==> src/rtl/vbus_ctrl_pkg.sv <==
package vbus_ctrl_pkg;
  localparam int unsigned CLK_PERIOD_NS = 100;
  localparam int unsigned NS_PER_MS = 1000000;
  localparam int unsigned ADC_W = 10;
  localparam int unsigned LSB_MV = 25;
  localparam int unsigned TMR_W = 23;
  // longest time: rounds down
  localparam int unsigned DISC_DETECT_MS = 6;
  localparam int unsigned DISC_DETECT_CYC = DISC_DETECT_MS * NS_PER_MS / CLK_PERIOD_NS;
  // least time before a fault: rounds up
  localparam int unsigned SAFE0V_MS = 650;
  localparam int unsigned SAFE0V_CYC = (SAFE0V_MS * NS_PER_MS + CLK_PERIOD_NS - 1) / CLK_PERIOD_NS;
  localparam int unsigned WDOG_MS = 40;
  localparam int unsigned WDOG_CYC = WDOG_MS * NS_PER_MS / CLK_PERIOD_NS;
  // upper edge of the 5 V band, in ADC codes
  localparam int unsigned VSAFE5V_MV = 5500;
  localparam logic [ADC_W-1:0] VSAFE5V_CODE = ADC_W'(VSAFE5V_MV / LSB_MV);
  localparam logic [1:0] CC_OPEN = 2'h0;
  localparam logic [3:0] ROLE_DISABLE = 4'hF;
  localparam logic SINK_ROLE = 1'h0;
  localparam int unsigned PWR_SNK_BIT = 0;
  localparam int unsigned PWR_SRC_BIT = 1;
  localparam int unsigned PWR_VBUS_BIT = 2;
  localparam int unsigned PWR_DISCH_BIT = 3;
  localparam logic [7:0] PWR_RESET = 8'h00;
  localparam int unsigned THR_LO = 0;
  localparam int unsigned THR_HI = 1;
  localparam int unsigned THR_SNK = 2;
  localparam int unsigned THR_STOP = 3;
  localparam int unsigned THR_5V = 4;
  localparam int unsigned THR_N = 5;
  typedef enum logic [3:0] {
    ST_IDLE = 4'h1,
    ST_WATCH = 4'h2,
    ST_CONFIRM = 4'h4,
    ST_DISCH = 4'h8
  } disch_state_type;
endpackage : vbus_ctrl_pkg

==> src/rtl/vbus_timer.sv <==
`timescale 1ns/10ps
module vbus_timer (
  input wire logic i_clk,
  input wire logic i_srst,
  input wire logic i_ce,
  input wire logic i_load,
  input wire logic i_run,
  input wire logic [vbus_ctrl_pkg::TMR_W-1:0] i_count,
  output logic o_done
);
  typedef struct packed {
    logic [vbus_ctrl_pkg::TMR_W-1:0] cnt;
    logic active;
    logic done;
  } timer_state_type;
  timer_state_type q, d;

  always_comb begin
    d = q;
    d.done = 1'h0;
    if (i_load) begin
      d.cnt = i_count;
      d.active = 1'h1;
    end else if (!i_run) begin
      d.active = 1'h0;
    end else if (q.active) begin
      if (q.cnt <= vbus_ctrl_pkg::TMR_W'(1)) begin
        d.done = 1'h1;
        d.active = 1'h0;
      end else begin
        d.cnt = q.cnt - vbus_ctrl_pkg::TMR_W'(1);
      end
    end
  end

  always_ff @(posedge i_clk) begin
    if (i_srst) begin
      q <= '0;
    end else if (i_ce) begin
      q <= d;
    end
  end

  assign o_done = q.done;
endmodule : vbus_timer

==> src/rtl/vbus_threshold_cmp.sv <==
`timescale 1ns/10ps
module vbus_threshold_cmp (
  input wire logic i_clk,
  input wire logic i_srst,
  input wire logic i_ce,
  input wire logic i_valid,
  input wire logic [vbus_ctrl_pkg::ADC_W-1:0] i_sample,
  input wire logic [vbus_ctrl_pkg::THR_N*vbus_ctrl_pkg::ADC_W-1:0] i_thr,
  output logic o_valid,
  output logic [vbus_ctrl_pkg::THR_N-1:0] o_above,
  output logic [vbus_ctrl_pkg::THR_N-1:0] o_below
);
  typedef struct packed {
    logic valid;
    logic [vbus_ctrl_pkg::THR_N-1:0] above;
    logic [vbus_ctrl_pkg::THR_N-1:0] below;
  } cmp_state_type;
  cmp_state_type q, d;
  logic [vbus_ctrl_pkg::THR_N-1:0] gt;
  logic [vbus_ctrl_pkg::THR_N-1:0] lt;

  // one comparator pair per threshold
  for (genvar i = 0; i < vbus_ctrl_pkg::THR_N; i++) begin : g_cmp
    assign gt[i] = i_sample > i_thr[i*vbus_ctrl_pkg::ADC_W +: vbus_ctrl_pkg::ADC_W];
    assign lt[i] = i_sample < i_thr[i*vbus_ctrl_pkg::ADC_W +: vbus_ctrl_pkg::ADC_W];
  end

  always_comb begin
    d = q;
    d.valid = i_valid;
    if (i_valid) begin
      d.above = gt;
      d.below = lt;
    end
  end

  always_ff @(posedge i_clk) begin
    if (i_srst) begin
      q <= '0;
    end else if (i_ce) begin
      q <= d;
    end
  end

  assign o_valid = q.valid;
  assign o_above = q.above;
  assign o_below = q.below;
endmodule : vbus_threshold_cmp

==> src/rtl/vbus_monitor_discharge_ctrl.sv <==
// Function
// - flag VBUS presence in power status and pulse power-changed on any status change.
// - publish every ADC sample as a low/high pair, 25 mV per LSB.
// - pulse low or high alarm when a sample crosses its threshold.
// - alarm-disable bit suppresses both voltage alarm pulses.
// - port-power alert is any bit of status AND mask.
// - bleed-enable drives bleed load, force-discharge drives full load.
// - source mode while source path on; auto discharge then runs on disconnect.
// - source disconnect when selected CC pin reads open; then full discharge.
// - sink mode whenever the header power-role bit is zero.
// - sink above 5 V uses sink threshold; at 5 V uses presence loss.
// - sink auto mode bleeds until below threshold, disconnect within 6 ms, then full.
// - CC terminations stay removed after disconnect until VBUS reaches safe zero.
// - automatic discharge switches off once VBUS is below safe zero.
// - no safe zero within 650 ms: fault pulse, timeout flag, discharge stays on.
// - manual force discharge ends when sample reaches stop threshold.
// - watchdog runs only while its enable bit is one.
// - watchdog starts on alert or interrupt pin, restarts on host access.
// - watchdog expiry forces role bits 1111, paths off, discharge, link-error flag.
// - source and sink paths switch off autonomously on detach.
`timescale 1ns/10ps
module vbus_monitor_discharge_ctrl #(
  parameter int unsigned DISC_DETECT_CYC = vbus_ctrl_pkg::DISC_DETECT_CYC,
  parameter int unsigned SAFE0V_CYC = vbus_ctrl_pkg::SAFE0V_CYC,
  parameter int unsigned WDOG_CYC = vbus_ctrl_pkg::WDOG_CYC
) (
  input wire logic i_clk,
  input wire logic i_srst,
  input wire logic i_ce,
  input wire logic i_vbus_present,
  input wire logic i_vbus_below_safe0v,
  input wire logic i_adc_valid,
  input wire logic [vbus_ctrl_pkg::ADC_W-1:0] i_adc_data,
  input wire logic [vbus_ctrl_pkg::ADC_W-1:0] i_low_alarm_threshold,
  input wire logic [vbus_ctrl_pkg::ADC_W-1:0] i_high_alarm_threshold,
  input wire logic [vbus_ctrl_pkg::ADC_W-1:0] i_sink_disconnect_threshold,
  input wire logic [vbus_ctrl_pkg::ADC_W-1:0] i_discharge_stop_threshold,
  input wire logic [7:0] i_power_status_mask_reg,
  input wire logic i_alarm_disable_bit,
  input wire logic i_bleed_load_enable,
  input wire logic i_full_load_enable,
  input wire logic i_automatic_discharge_enable,
  input wire logic i_plug_orientation_select,
  input wire logic [1:0] i_cc1_pin_state_field,
  input wire logic [1:0] i_cc2_pin_state_field,
  input wire logic i_power_role,
  input wire logic i_src_path_on,
  input wire logic i_src_path_off,
  input wire logic i_snk_path_on,
  input wire logic i_snk_path_off,
  input wire logic i_watchdog_enable,
  input wire logic i_alert_unmasked_any,
  input wire logic i_host_interrupt_pin,
  input wire logic i_host_access,
  input wire logic i_fault_clear,
  output logic o_vbus_present_flag,
  output logic [7:0] o_power_status_reg,
  output logic o_power_status_changed,
  output logic o_port_power_alert,
  output logic [7:0] o_vbus_measure_low,
  output logic [7:0] o_vbus_measure_high,
  output logic o_high_voltage_alarm_irq,
  output logic o_low_voltage_alarm_irq,
  output logic o_bleed_load,
  output logic o_full_discharge_load,
  output logic o_src_path,
  output logic o_snk_path,
  output logic o_cc_term_removed,
  output logic o_disconnect,
  output logic o_role_control_load,
  output logic [3:0] o_role_control_value,
  output logic o_fault_irq,
  output logic o_discharge_timeout_flag,
  output logic o_host_link_error_flag
);
  typedef struct packed {
    vbus_ctrl_pkg::disch_state_type st;
    logic present;
    logic [7:0] pwr_stat;
    logic pwr_chg;
    logic alert;
    logic [vbus_ctrl_pkg::ADC_W-1:0] meas;
    logic hi_seen;
    logic lo_seen;
    logic hi_irq;
    logic lo_irq;
    logic hv;
    logic forced;
    logic bleed;
    logic full;
    logic src;
    logic snk;
    logic term_off;
    logic disc;
    logic role_ld;
    logic fault_irq;
    logic tmo_flag;
    logic link_err;
    logic wd_run;
  } ctrl_state_type;

  ctrl_state_type q, d;
  logic cmp_valid;
  logic [vbus_ctrl_pkg::THR_N-1:0] above;
  logic [vbus_ctrl_pkg::THR_N-1:0] below;
  logic [vbus_ctrl_pkg::THR_N*vbus_ctrl_pkg::ADC_W-1:0] thr_vec;
  logic confirm_done;
  logic safe0_done;
  logic wd_done;
  logic confirm_load;
  logic safe0_load;
  logic wd_load;
  logic wd_arm;
  logic cc_sel;
  logic sink_mode;
  logic src_disc;

  assign thr_vec = {vbus_ctrl_pkg::VSAFE5V_CODE, i_discharge_stop_threshold, i_sink_disconnect_threshold,
                    i_high_alarm_threshold, i_low_alarm_threshold};

  vbus_threshold_cmp u_cmp (
    .i_clk(i_clk),
    .i_srst(i_srst),
    .i_ce(i_ce),
    .i_valid(i_adc_valid),
    .i_sample(i_adc_data),
    .i_thr(thr_vec),
    .o_valid(cmp_valid),
    .o_above(above),
    .o_below(below)
  );

  vbus_timer u_confirm_tmr (
    .i_clk(i_clk),
    .i_srst(i_srst),
    .i_ce(i_ce),
    .i_load(confirm_load),
    .i_run(q.st == vbus_ctrl_pkg::ST_CONFIRM),
    .i_count(vbus_ctrl_pkg::TMR_W'(DISC_DETECT_CYC)),
    .o_done(confirm_done)
  );

  vbus_timer u_safe0_tmr (
    .i_clk(i_clk),
    .i_srst(i_srst),
    .i_ce(i_ce),
    .i_load(safe0_load),
    .i_run(q.st == vbus_ctrl_pkg::ST_DISCH),
    .i_count(vbus_ctrl_pkg::TMR_W'(SAFE0V_CYC)),
    .o_done(safe0_done)
  );

  vbus_timer u_wdog_tmr (
    .i_clk(i_clk),
    .i_srst(i_srst),
    .i_ce(i_ce),
    .i_load(wd_load),
    .i_run(q.wd_run),
    .i_count(vbus_ctrl_pkg::TMR_W'(WDOG_CYC)),
    .o_done(wd_done)
  );

  assign cc_sel = i_plug_orientation_select ? (i_cc2_pin_state_field == vbus_ctrl_pkg::CC_OPEN)
                                            : (i_cc1_pin_state_field == vbus_ctrl_pkg::CC_OPEN);
  assign sink_mode = i_power_role == vbus_ctrl_pkg::SINK_ROLE;
  assign src_disc = i_automatic_discharge_enable && q.src && cc_sel;
  // watchdog armed by any pending alert or the interrupt pin
  assign wd_arm = i_watchdog_enable && (i_alert_unmasked_any || i_host_interrupt_pin);
  assign wd_load = wd_arm && (!q.wd_run || i_host_access);
  assign confirm_load = d.st == vbus_ctrl_pkg::ST_CONFIRM && q.st != vbus_ctrl_pkg::ST_CONFIRM;
  assign safe0_load = d.st == vbus_ctrl_pkg::ST_DISCH && q.st != vbus_ctrl_pkg::ST_DISCH;

  always_comb begin
    d = q;
    d.disc = 1'h0;
    d.role_ld = 1'h0;
    d.fault_irq = 1'h0;
    d.hi_irq = 1'h0;
    d.lo_irq = 1'h0;
    d.present = i_vbus_present;
    if (i_adc_valid) begin
      d.meas = i_adc_data;
    end
    if (cmp_valid) begin
      d.hv = above[vbus_ctrl_pkg::THR_5V];
      d.hi_seen = above[vbus_ctrl_pkg::THR_HI];
      d.lo_seen = below[vbus_ctrl_pkg::THR_LO];
      // pulse only on the sample that crosses
      d.hi_irq = above[vbus_ctrl_pkg::THR_HI] && !q.hi_seen && !i_alarm_disable_bit;
      d.lo_irq = below[vbus_ctrl_pkg::THR_LO] && !q.lo_seen && !i_alarm_disable_bit;
    end
    if (i_src_path_on) begin
      d.src = 1'h1;
    end else if (i_src_path_off) begin
      d.src = 1'h0;
    end
    if (i_snk_path_on) begin
      d.snk = 1'h1;
    end else if (i_snk_path_off) begin
      d.snk = 1'h0;
    end
    if (i_full_load_enable) begin
      d.forced = 1'h1;
    end else if (cmp_valid && !above[vbus_ctrl_pkg::THR_STOP]) begin
      d.forced = 1'h0;
    end
    if (!i_full_load_enable && q.forced && cmp_valid && !above[vbus_ctrl_pkg::THR_STOP]) begin
      d.forced = 1'h0;
    end
    case (q.st)
      vbus_ctrl_pkg::ST_IDLE: begin
        if (src_disc) begin
          d.st = vbus_ctrl_pkg::ST_DISCH;
          d.disc = 1'h1;
        end else if (i_automatic_discharge_enable && sink_mode && q.snk) begin
          d.st = vbus_ctrl_pkg::ST_WATCH;
        end
      end
      vbus_ctrl_pkg::ST_WATCH: begin
        if (src_disc) begin
          d.st = vbus_ctrl_pkg::ST_DISCH;
          d.disc = 1'h1;
        end else if (!i_automatic_discharge_enable || !sink_mode) begin
          d.st = vbus_ctrl_pkg::ST_IDLE;
        end else if (q.hv && cmp_valid && below[vbus_ctrl_pkg::THR_SNK]) begin
          d.st = vbus_ctrl_pkg::ST_CONFIRM;
        end else if (!q.hv && q.present && !i_vbus_present) begin
          d.st = vbus_ctrl_pkg::ST_DISCH;
          d.disc = 1'h1;
        end
      end
      vbus_ctrl_pkg::ST_CONFIRM: begin
        if (!i_automatic_discharge_enable || !sink_mode) begin
          d.st = vbus_ctrl_pkg::ST_IDLE;
        end else if (confirm_done || (cmp_valid && below[vbus_ctrl_pkg::THR_SNK])) begin
          d.st = vbus_ctrl_pkg::ST_DISCH;
          d.disc = 1'h1;
        end else if (cmp_valid) begin
          d.st = vbus_ctrl_pkg::ST_WATCH;
        end
      end
      vbus_ctrl_pkg::ST_DISCH: begin
        if (i_vbus_below_safe0v) begin
          d.st = vbus_ctrl_pkg::ST_IDLE;
        end else if (safe0_done) begin
          d.fault_irq = 1'h1;
        end
      end
      default: begin
        d.st = vbus_ctrl_pkg::ST_IDLE;
      end
    endcase
    d.wd_run = wd_arm;
    if (wd_done) begin
      d.role_ld = 1'h1;
      d.link_err = 1'h1;
      d.st = vbus_ctrl_pkg::ST_DISCH;
      d.disc = 1'h1;
    end else if (i_fault_clear) begin
      d.link_err = 1'h0;
    end
    if (d.fault_irq) begin
      d.tmo_flag = 1'h1;
    end else if (i_fault_clear) begin
      d.tmo_flag = 1'h0;
    end
    if (d.disc) begin
      d.src = 1'h0;
      d.snk = 1'h0;
    end
    d.term_off = d.st == vbus_ctrl_pkg::ST_DISCH;
    d.full = d.forced || d.st == vbus_ctrl_pkg::ST_DISCH;
    d.bleed = i_bleed_load_enable || (d.st == vbus_ctrl_pkg::ST_WATCH && d.hv);
    d.pwr_stat = vbus_ctrl_pkg::PWR_RESET;
    d.pwr_stat[vbus_ctrl_pkg::PWR_SNK_BIT] = d.snk;
    d.pwr_stat[vbus_ctrl_pkg::PWR_SRC_BIT] = d.src;
    d.pwr_stat[vbus_ctrl_pkg::PWR_VBUS_BIT] = d.present;
    d.pwr_stat[vbus_ctrl_pkg::PWR_DISCH_BIT] = d.full;
    d.pwr_chg = d.pwr_stat != q.pwr_stat;
    d.alert = |(d.pwr_stat & i_power_status_mask_reg);
  end

  always_ff @(posedge i_clk) begin
    if (i_srst) begin
      q <= '0;
      q.st <= vbus_ctrl_pkg::ST_IDLE;
    end else if (i_ce) begin
      q <= d;
    end
  end

  assign o_vbus_present_flag = q.present;
  assign o_power_status_reg = q.pwr_stat;
  assign o_power_status_changed = q.pwr_chg;
  assign o_port_power_alert = q.alert;
  assign o_vbus_measure_low = q.meas[7:0];
  assign o_vbus_measure_high = {6'h00, q.meas[vbus_ctrl_pkg::ADC_W-1:8]};
  assign o_high_voltage_alarm_irq = q.hi_irq;
  assign o_low_voltage_alarm_irq = q.lo_irq;
  assign o_bleed_load = q.bleed;
  assign o_full_discharge_load = q.full;
  assign o_src_path = q.src;
  assign o_snk_path = q.snk;
  assign o_cc_term_removed = q.term_off;
  assign o_disconnect = q.disc;
  assign o_role_control_load = q.role_ld;
  assign o_role_control_value = vbus_ctrl_pkg::ROLE_DISABLE;
  assign o_fault_irq = q.fault_irq;
  assign o_discharge_timeout_flag = q.tmo_flag;
  assign o_host_link_error_flag = q.link_err;
endmodule : vbus_monitor_discharge_ctrl

==> config.mk <==
export PLATFORM = sky130hd
export DESIGN_NAME = vbus_monitor_discharge_ctrl
export DESIGN_NICKNAME = d
export VERILOG_FILES = /design/src/rtl/vbus_ctrl_pkg.sv /design/src/rtl/vbus_timer.sv /design/src/rtl/vbus_threshold_cmp.sv /design/src/rtl/vbus_monitor_discharge_ctrl.sv
export SDC_FILE = /design/constraint.sdc
export NUM_CORES = 1
export LEC_CHECK = 0
export ABC_CLOCK_PERIOD_IN_PS = 7200
export BUFFER_PORTS_ARGS = -buffer_cell sky130_fd_sc_hd__buf_2
export CAP_MARGIN = 20
export CORE_UTILIZATION = 35
export CTS_BUF_LIST = sky130_fd_sc_hd__clkbuf_2 sky130_fd_sc_hd__clkbuf_4 sky130_fd_sc_hd__clkbuf_8
export DETAILED_ROUTE_END_ITERATION = 10
export SLEW_MARGIN = 25
export SYNTH_ARGS = -nofsm -noshare
export SYNTH_HDL_FRONTEND = slang
export SYNTH_SLANG_ARGS = --single-unit
==> constraint.sdc <==
create_clock -name i_clk -period 7.2 [get_ports i_clk]
set_clock_uncertainty 0.05 [all_clocks]
set_input_delay 1.44 -clock i_clk [delete_from_list [all_inputs] [get_ports i_clk]]
set_output_delay 1.44 -clock i_clk [all_outputs]
set_load 0.03 [all_outputs]
==> results of run 1 <==
-- logic make-up after synthesis --
family          count (synthesis)  share of synthesized area, %
mux                             5                         0.711
buf+inv                       129                          8.71
flops                         115                          32.7
fa+ha+maj                      44                          7.82
compound gates                239                          22.7
xor+xnor                       26                          3.24
simple gates                  319                          24.0
other cells                     2                         0.107
-- metrics by stage --
stage          hold slack (ns)  setup WS [ns]
6_report                 0.404           4.00
4_1_cts                  0.404           3.67
3_3_place_gp             0.390           3.15
3_5_place_dp             0.395           3.19
2_1_floorplan            0.383           4.10
5_1_grt                  0.421           3.71
-- path summary, 6_finish.rpt --
path / cells past startpoint / end / slack, ns
hold reg to reg: 2 / o_vbus_measure_low[6] / 0.40
setup reg to reg: 6 / u_safe0_tmr.q[22] / 4.06
setup / recovery: 7 / u_safe0_tmr.q[22] / 4.00
hold / removal: 2 / o_vbus_measure_low[6] / 0.40
-- layer usage --
| layer | up-vias | GRT usage, % |
|---|---|---|
| li1 | 3324 | - |
| met1 | 3013 | 25.2 |
| met2 | 131 | 27.0 |
| met3 | 20 | 4.20 |
| met4 | 0 | 5.54 |
| met5 | - | 0 |
-- power by group --
part | internal, uW | switching, uW
sequential | 651 | 18.5
combinational | 79.3 | 131
clock | 395 | 281
total | 1130 | 430
-- cell usage after synthesis, types with 16 or more instances --
| cell type | instances |
|---|---|
| nor2_1 | 75 |
| nand2_1 | 77 |
| a21o_1 | 16 |
| dfxtp_1 | 115 |
| ha_1 | 44 |
| o21ai_0 | 37 |
| clkbuf_1 | 26 |
| nor3_1 | 37 |
| buf_4 | 28 |
| a211oi_1 | 17 |
| nand3_1 | 20 |
| a21oi_1 | 69 |
| inv_1 | 62 |
| nor4_1 | 21 |
-- layout make-up --
cell class                      instances  area share, %
Multi-Input combinational cell        647           51.6
Sequential cell                       115           28.5
Timing Repair Buffer                  114           7.30
Tap cell                              265           4.11
Clock buffer                           20           3.25
Inverter                               63           2.93
Clock inverter                         12           2.23
Antenna cell                            1         0.0310
-- worst max-delay path: stages --
cell	delay, ns
buf_2	0.08
buf_4	0.38
and3_1	0.27
o21a_1	0.71
a211oi_2	0.26
o21ai_0	0.23
o31ai_1	0.10
==> results.yml, run 1 <==
critical_path:
  setup.worst_path.start: "i_ce"
  path_class: "in -> reg"
  cp-end-kind: "flip-flop"
  cp.required_ns: 7.48
  timing.rr.start: "u_safe0_tmr.q[13]"
  cp_max_fo: 41
  cp-start-kind: "primary input"
  cp.arrival_ns: 3.48
timing:
  tightestPinTransition_ns: 0.872
  fin_crit_ns: 3.20
  hold_violations: 0
  setup_viol: 0
  fin_crit_sh_pct: 44.5
  max_freq_mhz: 312
  slew_viol_final: 0
  rsz0062_at_grt: "no"
  fin_setup_tns_ns: 0
  max_slew_margin_pct: 41.9
floorplanning:
  die_h_um: 144
  dieWidth_um: 144
  start_util_pct: 35.9
  die_area_um2: 20700
  rows: 51
  core-area_um2: 19600
  io_pins: 126
layout:
  multi_input_area_um2: 4170
  final_cell_mix: "115 x dfxtp_1, 108 x buf_2, 77 x nand2_1, 75 x nor2_1, 69 x a21oi_1"
  fillers: 2046
  seqCellArea_um2: 2300
  drive_above_1_share_pct: 17.3
  final_common_cell: "dfxtp_1"
  postLayoutCellArea_um2: 8070
  fin_util_pct: 41.2
  area_growth_pct: 14.7
  reg_top3: "u_confirm_tmr.q (24), u_safe0_tmr.q (24), u_wdog_tmr.q (24)"
  nNetsFinal: 1085
  layout.cells.non_filler: 1237
synth:
  ys_types: 72
  syn_area_per_cell_um2: 8.01
  synth_edf_count: 0
  yosysWarnings: 0
  synth_seq_area_share_pct: 32.7
  async_reset_ff_share_pct: 0
  synth_area_leader_cell: "dfxtp_1"
  ys.flop_type: "dfxtp_1"
  synth.top_cell.area_share_pct: 32.7
  synthTopCellsByArea: "dfxtp_1 33%, ha_1 7.8%, a21oi_1 4.9%, nand2_1 4.1%, nor2_1 4.0%"
  netlist_area_um2: 7040
  ys_ff_latch: 115
  netlist_instances: 879
route:
  drt_iter0_drc: 478
  met3WireLength_um: 697
  top_layer_used: "met4"
  drt-total-wl_um: 17600
  drc: 0
  antenna_left: 0
  first_pass_iters: 5
  viasPerCell: 5.24
  wl_met2_um: 7820
  num_vias: 6488
  wl_per_cell_um: 14.2
  m1WireLength_um: 8840
run_status:
  outcome: "complete, no violations"
global_route:
  grt_antenna_before_repair: 1
  gr-usage-all-layers_pct: 18.0
  overflow: 0
  grt_pass1_vias: 5890
  grt_pass1_wl_um: 29400
  grt_max_degree: 43
clock_tree:
  cts_buffers: 17
  cts_buffer_depth: 2
  cts_tree: "done"
  clock_latency_ns: 0.45
  cts_sinks: 115
  cts_setup_buffers: 0
  cts.clk_slew.worst_paths_ns: 0.07
  cts-root-buf: "clkbuf_8"
  h-tree-depth: 4
  cts_resized: 0
  cts_hold_buf: 0
placement:
  port_buffers: 107
  dpl_cell_area_um2: 7610
  placedCellCount: 1202
  dpl.hpwl_um: 12500
  place_congestion: 0.819
power_and_ir_drop:
  power.leakage_uw: 0.00351
  power_uw: 1560
  ir_drop_mv: 0.107
  p_per_area_nw_per_um2: 193
hold_path:
  hold_path.startpoint: "o_vbus_measure_low[6]"
  min_path_type: "reg -> reg"
flow_run:
  maxCapViolations: 0
No activity file was read; power rests on OpenSTA's default activity.
==> run 2, diff against run 1 <==
--- a/config.mk
+++ b/config.mk
@@ -5,7 +5,7 @@
 export SDC_FILE = /design/constraint.sdc
 export NUM_CORES = 1
 export LEC_CHECK = 0
-export ABC_CLOCK_PERIOD_IN_PS = 7200
+export ABC_CLOCK_PERIOD_IN_PS = 3150
 export BUFFER_PORTS_ARGS = -buffer_cell sky130_fd_sc_hd__buf_2
 export CAP_MARGIN = 20
 export CORE_UTILIZATION = 35
==> constraint.sdc (replaced) <==
create_clock -name i_clk -period 3.15 [get_ports i_clk]
set_clock_uncertainty 0.05 [all_clocks]
set_input_delay 0.63 -clock i_clk [delete_from_list [all_inputs] [get_ports i_clk]]
set_output_delay 0.63 -clock i_clk [all_outputs]
set_load 0.03 [all_outputs]
==> run 2 against run 1 <==
Compared with the run above: global-route usage is 0.28 points higher; critical path type is now reg -> reg; via count is 1.2% higher; core utilization is 0.87 points higher; final cell count is 1.3% higher.
==> results.yml, run 2 (synthesis results as in run 1) <==
run_status:
  outcome: "complete, no violations"
floorplanning:
  rows: 51
  core-area_um2: 19600
  dieWidth_um: 144
  die_area_um2: 20700
  die_h_um: 144
  io_pins: 126
  start_util_pct: 35.9
timing:
  tightestPinTransition_ns: 0.698
  hold_violations: 0
  max_freq_mhz: 385
  fin_setup_tns_ns: 0
  slew_viol_final: 0
  fin_crit_sh_pct: 82.4
  max_slew_margin_pct: 53.4
  rsz0062_at_grt: "no"
  setup_viol: 0
  fin_crit_ns: 2.59
  fin_ws_ns: 0.556
placement:
  dpl.hpwl_um: 13100
  place_congestion: 0.834
  port_buffers: 107
  dpl_cell_area_um2: 7760
  place_ws_ns: 0.432
hold_path:
  min_to: "o_port_power_alert"
  hold_path.startpoint: "i_power_status_mask_reg[3]"
  min_path_type: "in -> reg"
  whs_path_depth: 3
layout:
  fillers: 2034
  reg_top3: "u_confirm_tmr.q (24), u_safe0_tmr.q (24), u_wdog_tmr.q (24)"
  drive_above_1_share_pct: 18.7
  postLayoutCellArea_um2: 8240
  final_common_cell: "dfxtp_1"
  area_growth_pct: 17.1
  nNetsFinal: 1103
  antenna_cells: 0
  final_cell_mix: "115 x dfxtp_1, 107 x buf_2, 77 x nand2_1, 75 x nor2_1, 69 x a21oi_1"
clock_tree:
  clock_latency_ns: 0.44
  cts_setup_buffers: 0
  cts_tree: "done"
  cts_buffers: 17
  h-tree-depth: 4
  cts.clk_slew.worst_paths_ns: 0.07
  cts_resized: 0
  cts_hold_buf: 0
  cts-root-buf: "clkbuf_8"
  cts_sinks: 115
  cts_buffer_depth: 2
critical_path:
  cp.required_ns: 3.47
  cp-start-kind: "flip-flop"
  timing.rr.start: "q[39]"
  path_class: "reg -> reg"
  cp_max_fo: 15
  worstRegToRegCells: 7
  setup.worst_path.start: "q[39]"
  cp-end-kind: "flip-flop"
  cp.arrival_ns: 2.91
  r2r-end: "u_confirm_tmr.q[10]"
  rrSetupSlack_ns: 0.56
route:
  first_pass_iters: 5
  num_vias: 6563
  drt_iter0_drc: 383
  drc: 0
  antenna_left: 0
  wl_per_cell_um: 14.5
  drt-total-wl_um: 18100
  viasPerCell: 5.24
global_route:
  grt_antenna_before_repair: 0
  grt_pass1_vias: 5922
  gr-usage-all-layers_pct: 18.2
  overflow: 0
  grt_max_degree: 46
  grt_pass1_wl_um: 29800
power_and_ir_drop:
  pwr-share-comb_pct: 13.5
  p_sw_uw: 953
  p_per_area_nw_per_um2: 448
  sw_frac_of_total_pct: 25.8
  p_int_uw: 2740
  power.leakage_uw: 0.00362
  pwr-share-clk_pct: 45.0
  ir_drop_mv: 0.253
  power_uw: 3690
  share_seq_of_total_power_pct: 41.5
flow_run:
  maxCapViolations: 0
-- run 2: worst max-delay path: stages (launching register included) --
cell and delay, ns:
dfxtp_1 0.66, nor2b_1 0.34, a32oi_1 0.24, o2111ai_1 0.41
nor4_4 0.07, buf_4 0.18, or3_1 0.39, a31oi_1 0.18
-- run 2: how the worst max path moves through the flow --
stage	depth (start not counted)	endpoint	slack (ns)
3_3_place_gp	8	u_confirm_tmr.q[18]	0.42
4_1_cts	6	u_wdog_tmr.q[11]	0.56
6_report	7	u_confirm_tmr.q[10]	0.56
3_5_place_dp	8	u_confirm_tmr.q[18]	0.43
2_1_floorplan	7	u_confirm_tmr.q[21]	0.76
5_1_grt	6	u_safe0_tmr.q[9]	0.37
-- run 2: stage by stage --
stage	std cells	hold slack [ns]	utilization, %
after floorplan	891	0.383	-
final	1253	0.384	42.1
after detailed placement	1222	0.396	39.6
after global routing	1253	0.367	42.1
after global placement	1222	0.391	39.6
after CTS	1253	0.354	42.1
-- run 2: layer usage --
layer / wire (um) / global-route usage [%] / part of all wire, %
met5: 0 / 0 / 0
met4: 267 / 5.82 / 1.5
met3: 686 / 3.80 / 3.8
met2: 8090 / 27.7 / 45
met1: 9100 / 25.6 / 50
-- run 2: layout make-up --
class,instances,area (um2),share of cell area [%]
flip-flops and latches,115,2300,27.9
multi-input cells,647,4170,50.6
well taps,265,332,4.02
inverters,63,236,2.87
clock inverters,8,171,2.08
clock buffers,23,310,3.76
repair buffers,132,723,8.77
-- run 2: power groups by stage --
stage	clock (uW)	sequential, uW	combinational [uW]
floorplan	0	1560	351
global route	1770	1540	557
global placement	0	1560	493
finish	1660	1530	498
detailed placement	0	1560	498
CTS	1700	1530	500
==> run 3, diff against run 2 <==
--- a/config.mk
+++ b/config.mk
@@ -5,7 +5,8 @@
 export SDC_FILE = /design/constraint.sdc
 export NUM_CORES = 1
 export LEC_CHECK = 0
-export ABC_CLOCK_PERIOD_IN_PS = 3150
+export ABC_AREA = 1
+export ABC_CLOCK_PERIOD_IN_PS = 2550
 export BUFFER_PORTS_ARGS = -buffer_cell sky130_fd_sc_hd__buf_2
 export CAP_MARGIN = 20
 export CORE_UTILIZATION = 35
==> constraint.sdc (replaced) <==
create_clock -name i_clk -period 2.55 [get_ports i_clk]
set_clock_uncertainty 0.05 [all_clocks]
set_input_delay 0.51 -clock i_clk [delete_from_list [all_inputs] [get_ports i_clk]]
set_output_delay 0.51 -clock i_clk [all_outputs]
set_load 0.03 [all_outputs]
==> run 3 against run 2 <==
Compared with the run above: worst hold slack worse by 0.089 ns; largest power group is now registers; final cell count is 22% higher; sequential cell count stayed put; wire length is 2.3% higher; via count is 12% higher; sequential power is 25% higher; non-clock buffer count is 8 lower; core utilization is 0.76 points lower; synthesized cell count is 30% higher.
==> results.yml, run 3 <==
run_status:
  outcome: "complete, no violations"
critical_path:
  cp.arrival_ns: 2.50
  r2r-end: "u_wdog_tmr.q[8]"
  path_cells: "nor2_2 > inv_1 > nor2_1 > inv_1 > nor2_2 > nand3_1 > nand2_1 > inv_1 > nand2_1 > nand2_1 > inv_1 > o21ai_0 > a21oi_1"
  cp.required_ns: 2.87
  rrSetupSlack_ns: 0.37
  cp_top_family: "simple AND/OR/NAND/NOR gates"
  path_class: "reg -> reg"
  cp-end-kind: "flip-flop"
  path_buf_inv: 4
  cp-start-kind: "flip-flop"
  cpMostUsedCell: "inv_1"
  max_stage_delay_ns: 0.36
  cp_max_fo: 12
  worstRegToRegCells: 13
  cp_slowest_cell: "dfxtp_1"
  timing.rr.start: "u_wdog_tmr.q[7]"
floorplanning:
  rows: 53
  io_pins: 126
  start_util_pct: 35.9
  die_area_um2: 22200
  die_h_um: 149
  dieWidth_um: 149
  core-area_um2: 21100
synth:
  syn_area_per_cell_um2: 6.61
  yosysWarnings: 0
  netlist_instances: 1144
  ys_types: 51
  yosysMostFrequentCell: "nand2_1"
  netlist_area_um2: 7570
  ys_ff_latch: 115
  ys.flop_type: "dfxtp_1"
  synth.top_cell.area_share_pct: 30.4
  synthTopCellsByArea: "dfxtp_1 30%, nand2_1 10%, nor2_1 8.1%, inv_1 7.6%, ha_1 7.3%"
  synth_area_leader_cell: "dfxtp_1"
  synthTopCellsByCount: "210 x nand2_1, 164 x nor2_1, 153 x inv_1"
  synth_edf_count: 0
  async_reset_ff_share_pct: 0
  synth_seq_area_share_pct: 30.4
placement:
  dpl.hpwl_um: 14000
  dpl_cell_area_um2: 8270
  placedCellCount: 1497
  port_buffers: 107
  place_ws_ns: 0.283
  place_congestion: 0.827
layout:
  area_growth_pct: 15.1
  layout.cells.non_filler: 1530
  reg_top3: "u_confirm_tmr.q (24), u_safe0_tmr.q (24), u_wdog_tmr.q (24)"
  final_cell_mix: "210 x nand2_1, 164 x nor2_1, 153 x inv_1, 115 x dfxtp_1, 107 x buf_2"
  postLayoutCellArea_um2: 8710
  final_common_cell: "nand2_1"
  drive_above_1_share_pct: 15.9
  nNetsFinal: 1368
timing:
  hold_violations: 0
  rsz0062_at_grt: "no"
  max_slew_margin_pct: 59.1
  fin_crit_ns: 2.18
  whs_ns: 0.295
  max_freq_mhz: 459
  slew_viol_final: 0
  setup_viol: 0
  fin_ws_ns: 0.369
  fin_setup_tns_ns: 0
  fin_crit_sh_pct: 85.5
  tightestPinTransition_ns: 0.613
power_and_ir_drop:
  power.leakage_uw: 0.00434
  ir_drop_mv: 0.376
  p_per_area_nw_per_um2: 536
clock_tree:
  cts_buffer_depth: 2
  cts_tree: "done"
  h-tree-depth: 4
  cts.clk_slew.worst_paths_ns: 0.08
  cts_sinks: 115
  cts-root-buf: "clkbuf_8"
  cts_hold_buf: 0
  clock_latency_ns: 0.44
  cts_buffers: 17
  cts_setup_buffers: 0
  cts_resized: 0
route:
  num_vias: 7350
  viasPerCell: 4.80
  first_pass_iters: 4
  wl_per_cell_um: 12.1
  drt-total-wl_um: 18600
  antenna_left: 0
  drt_iter0_drc: 323
  drc: 0
hold_path:
  min_to: "o_bleed_load"
  whs_path_depth: 3
  hold_path.startpoint: "i_bleed_load_enable"
  min_path_type: "in -> reg"
global_route:
  grt_max_degree: 51
  grt_pass1_wl_um: 31900
  overflow: 0
  grt_pass1_vias: 6838
  gr-usage-all-layers_pct: 17.6
  grt_antenna_before_repair: 1
flow_run:
  maxCapViolations: 0
-- run 3: cell count changes after synthesis, sizes merged, moves of 14 or more --
cell / change
a211oi: -17
a21o: -15
a21oi: +32
inv: +97
nand2: +137
nand2b: -14
nand3: +37
nand4: +19
nor2: +102
nor3: -15
nor4: -24
o21ai: +41
-- run 3: how the worst max path moves through the flow --
stage	startpoint	endpoint	slack (ns)	cells after the start
final	u_wdog_tmr.q[7]	u_wdog_tmr.q[8]	0.37	13
after global routing	u_wdog_tmr.q[7]	u_wdog_tmr.q[8]	0.16	13
after CTS	u_wdog_tmr.q[7]	u_wdog_tmr.q[8]	0.37	13
after detailed placement	i_cc2_pin_state_field[1]	u_confirm_tmr.q[15]	0.28	11
after global placement	i_cc2_pin_state_field[1]	u_safe0_tmr.q[13]	0.29	11
after floorplan	o_power_status_reg[1]	u_safe0_tmr.q[3]	0.62	11
-- run 3: logic make-up after synthesis --
family | synth area share [%]
other cells | 0.0992
buf+inv | 12.6
flops | 30.4
fa+ha+maj | 7.28
compound gates | 16.4
xor+xnor | 3.24
simple gates | 30.0
-- run 3: stage by stage --
stage                     util [%]  power [uW]
final                         41.3        4670
after global routing          41.3        4940
after floorplan                  -        2590
after global placement        39.2        2790
after detailed placement      39.2        2800
after CTS                     41.3        4720
-- run 3: layer usage --
metal / wire length [um] / global-route usage, % / up-vias
met5: 0 / 0 / -
met4: 196 / 5.26 / 0
met3: 844 / 4.19 / 13
met2: 8700 / 29.9 / 126
met1: 8820 / 22.1 / 3313
li1: - / - / 3898
-- run 3: final cells by class --
class,count,area (um2)
sequential,115,2300
multi-input combinational,824,4360
clock inverter,12,181
fill,2266,12400
inverter,159,597
timing repair buffer,124,663
clock buffer,20,263
tap,275,344
antenna,1,2.50
-- run 3: worst min-delay path, cell delays in order --
cell     delay (ns)
buf_2          0.07
nor2_1         0.03
a21oi_1        0.12
-- run 3: power breakdown --
group | switching, uW | leakage, uW | internal (uW)
Clock | 797 | 0.000212 | 1110
Combinational | 547 | 0.00319 | 300
Sequential | 55.0 | 0.000936 | 1860
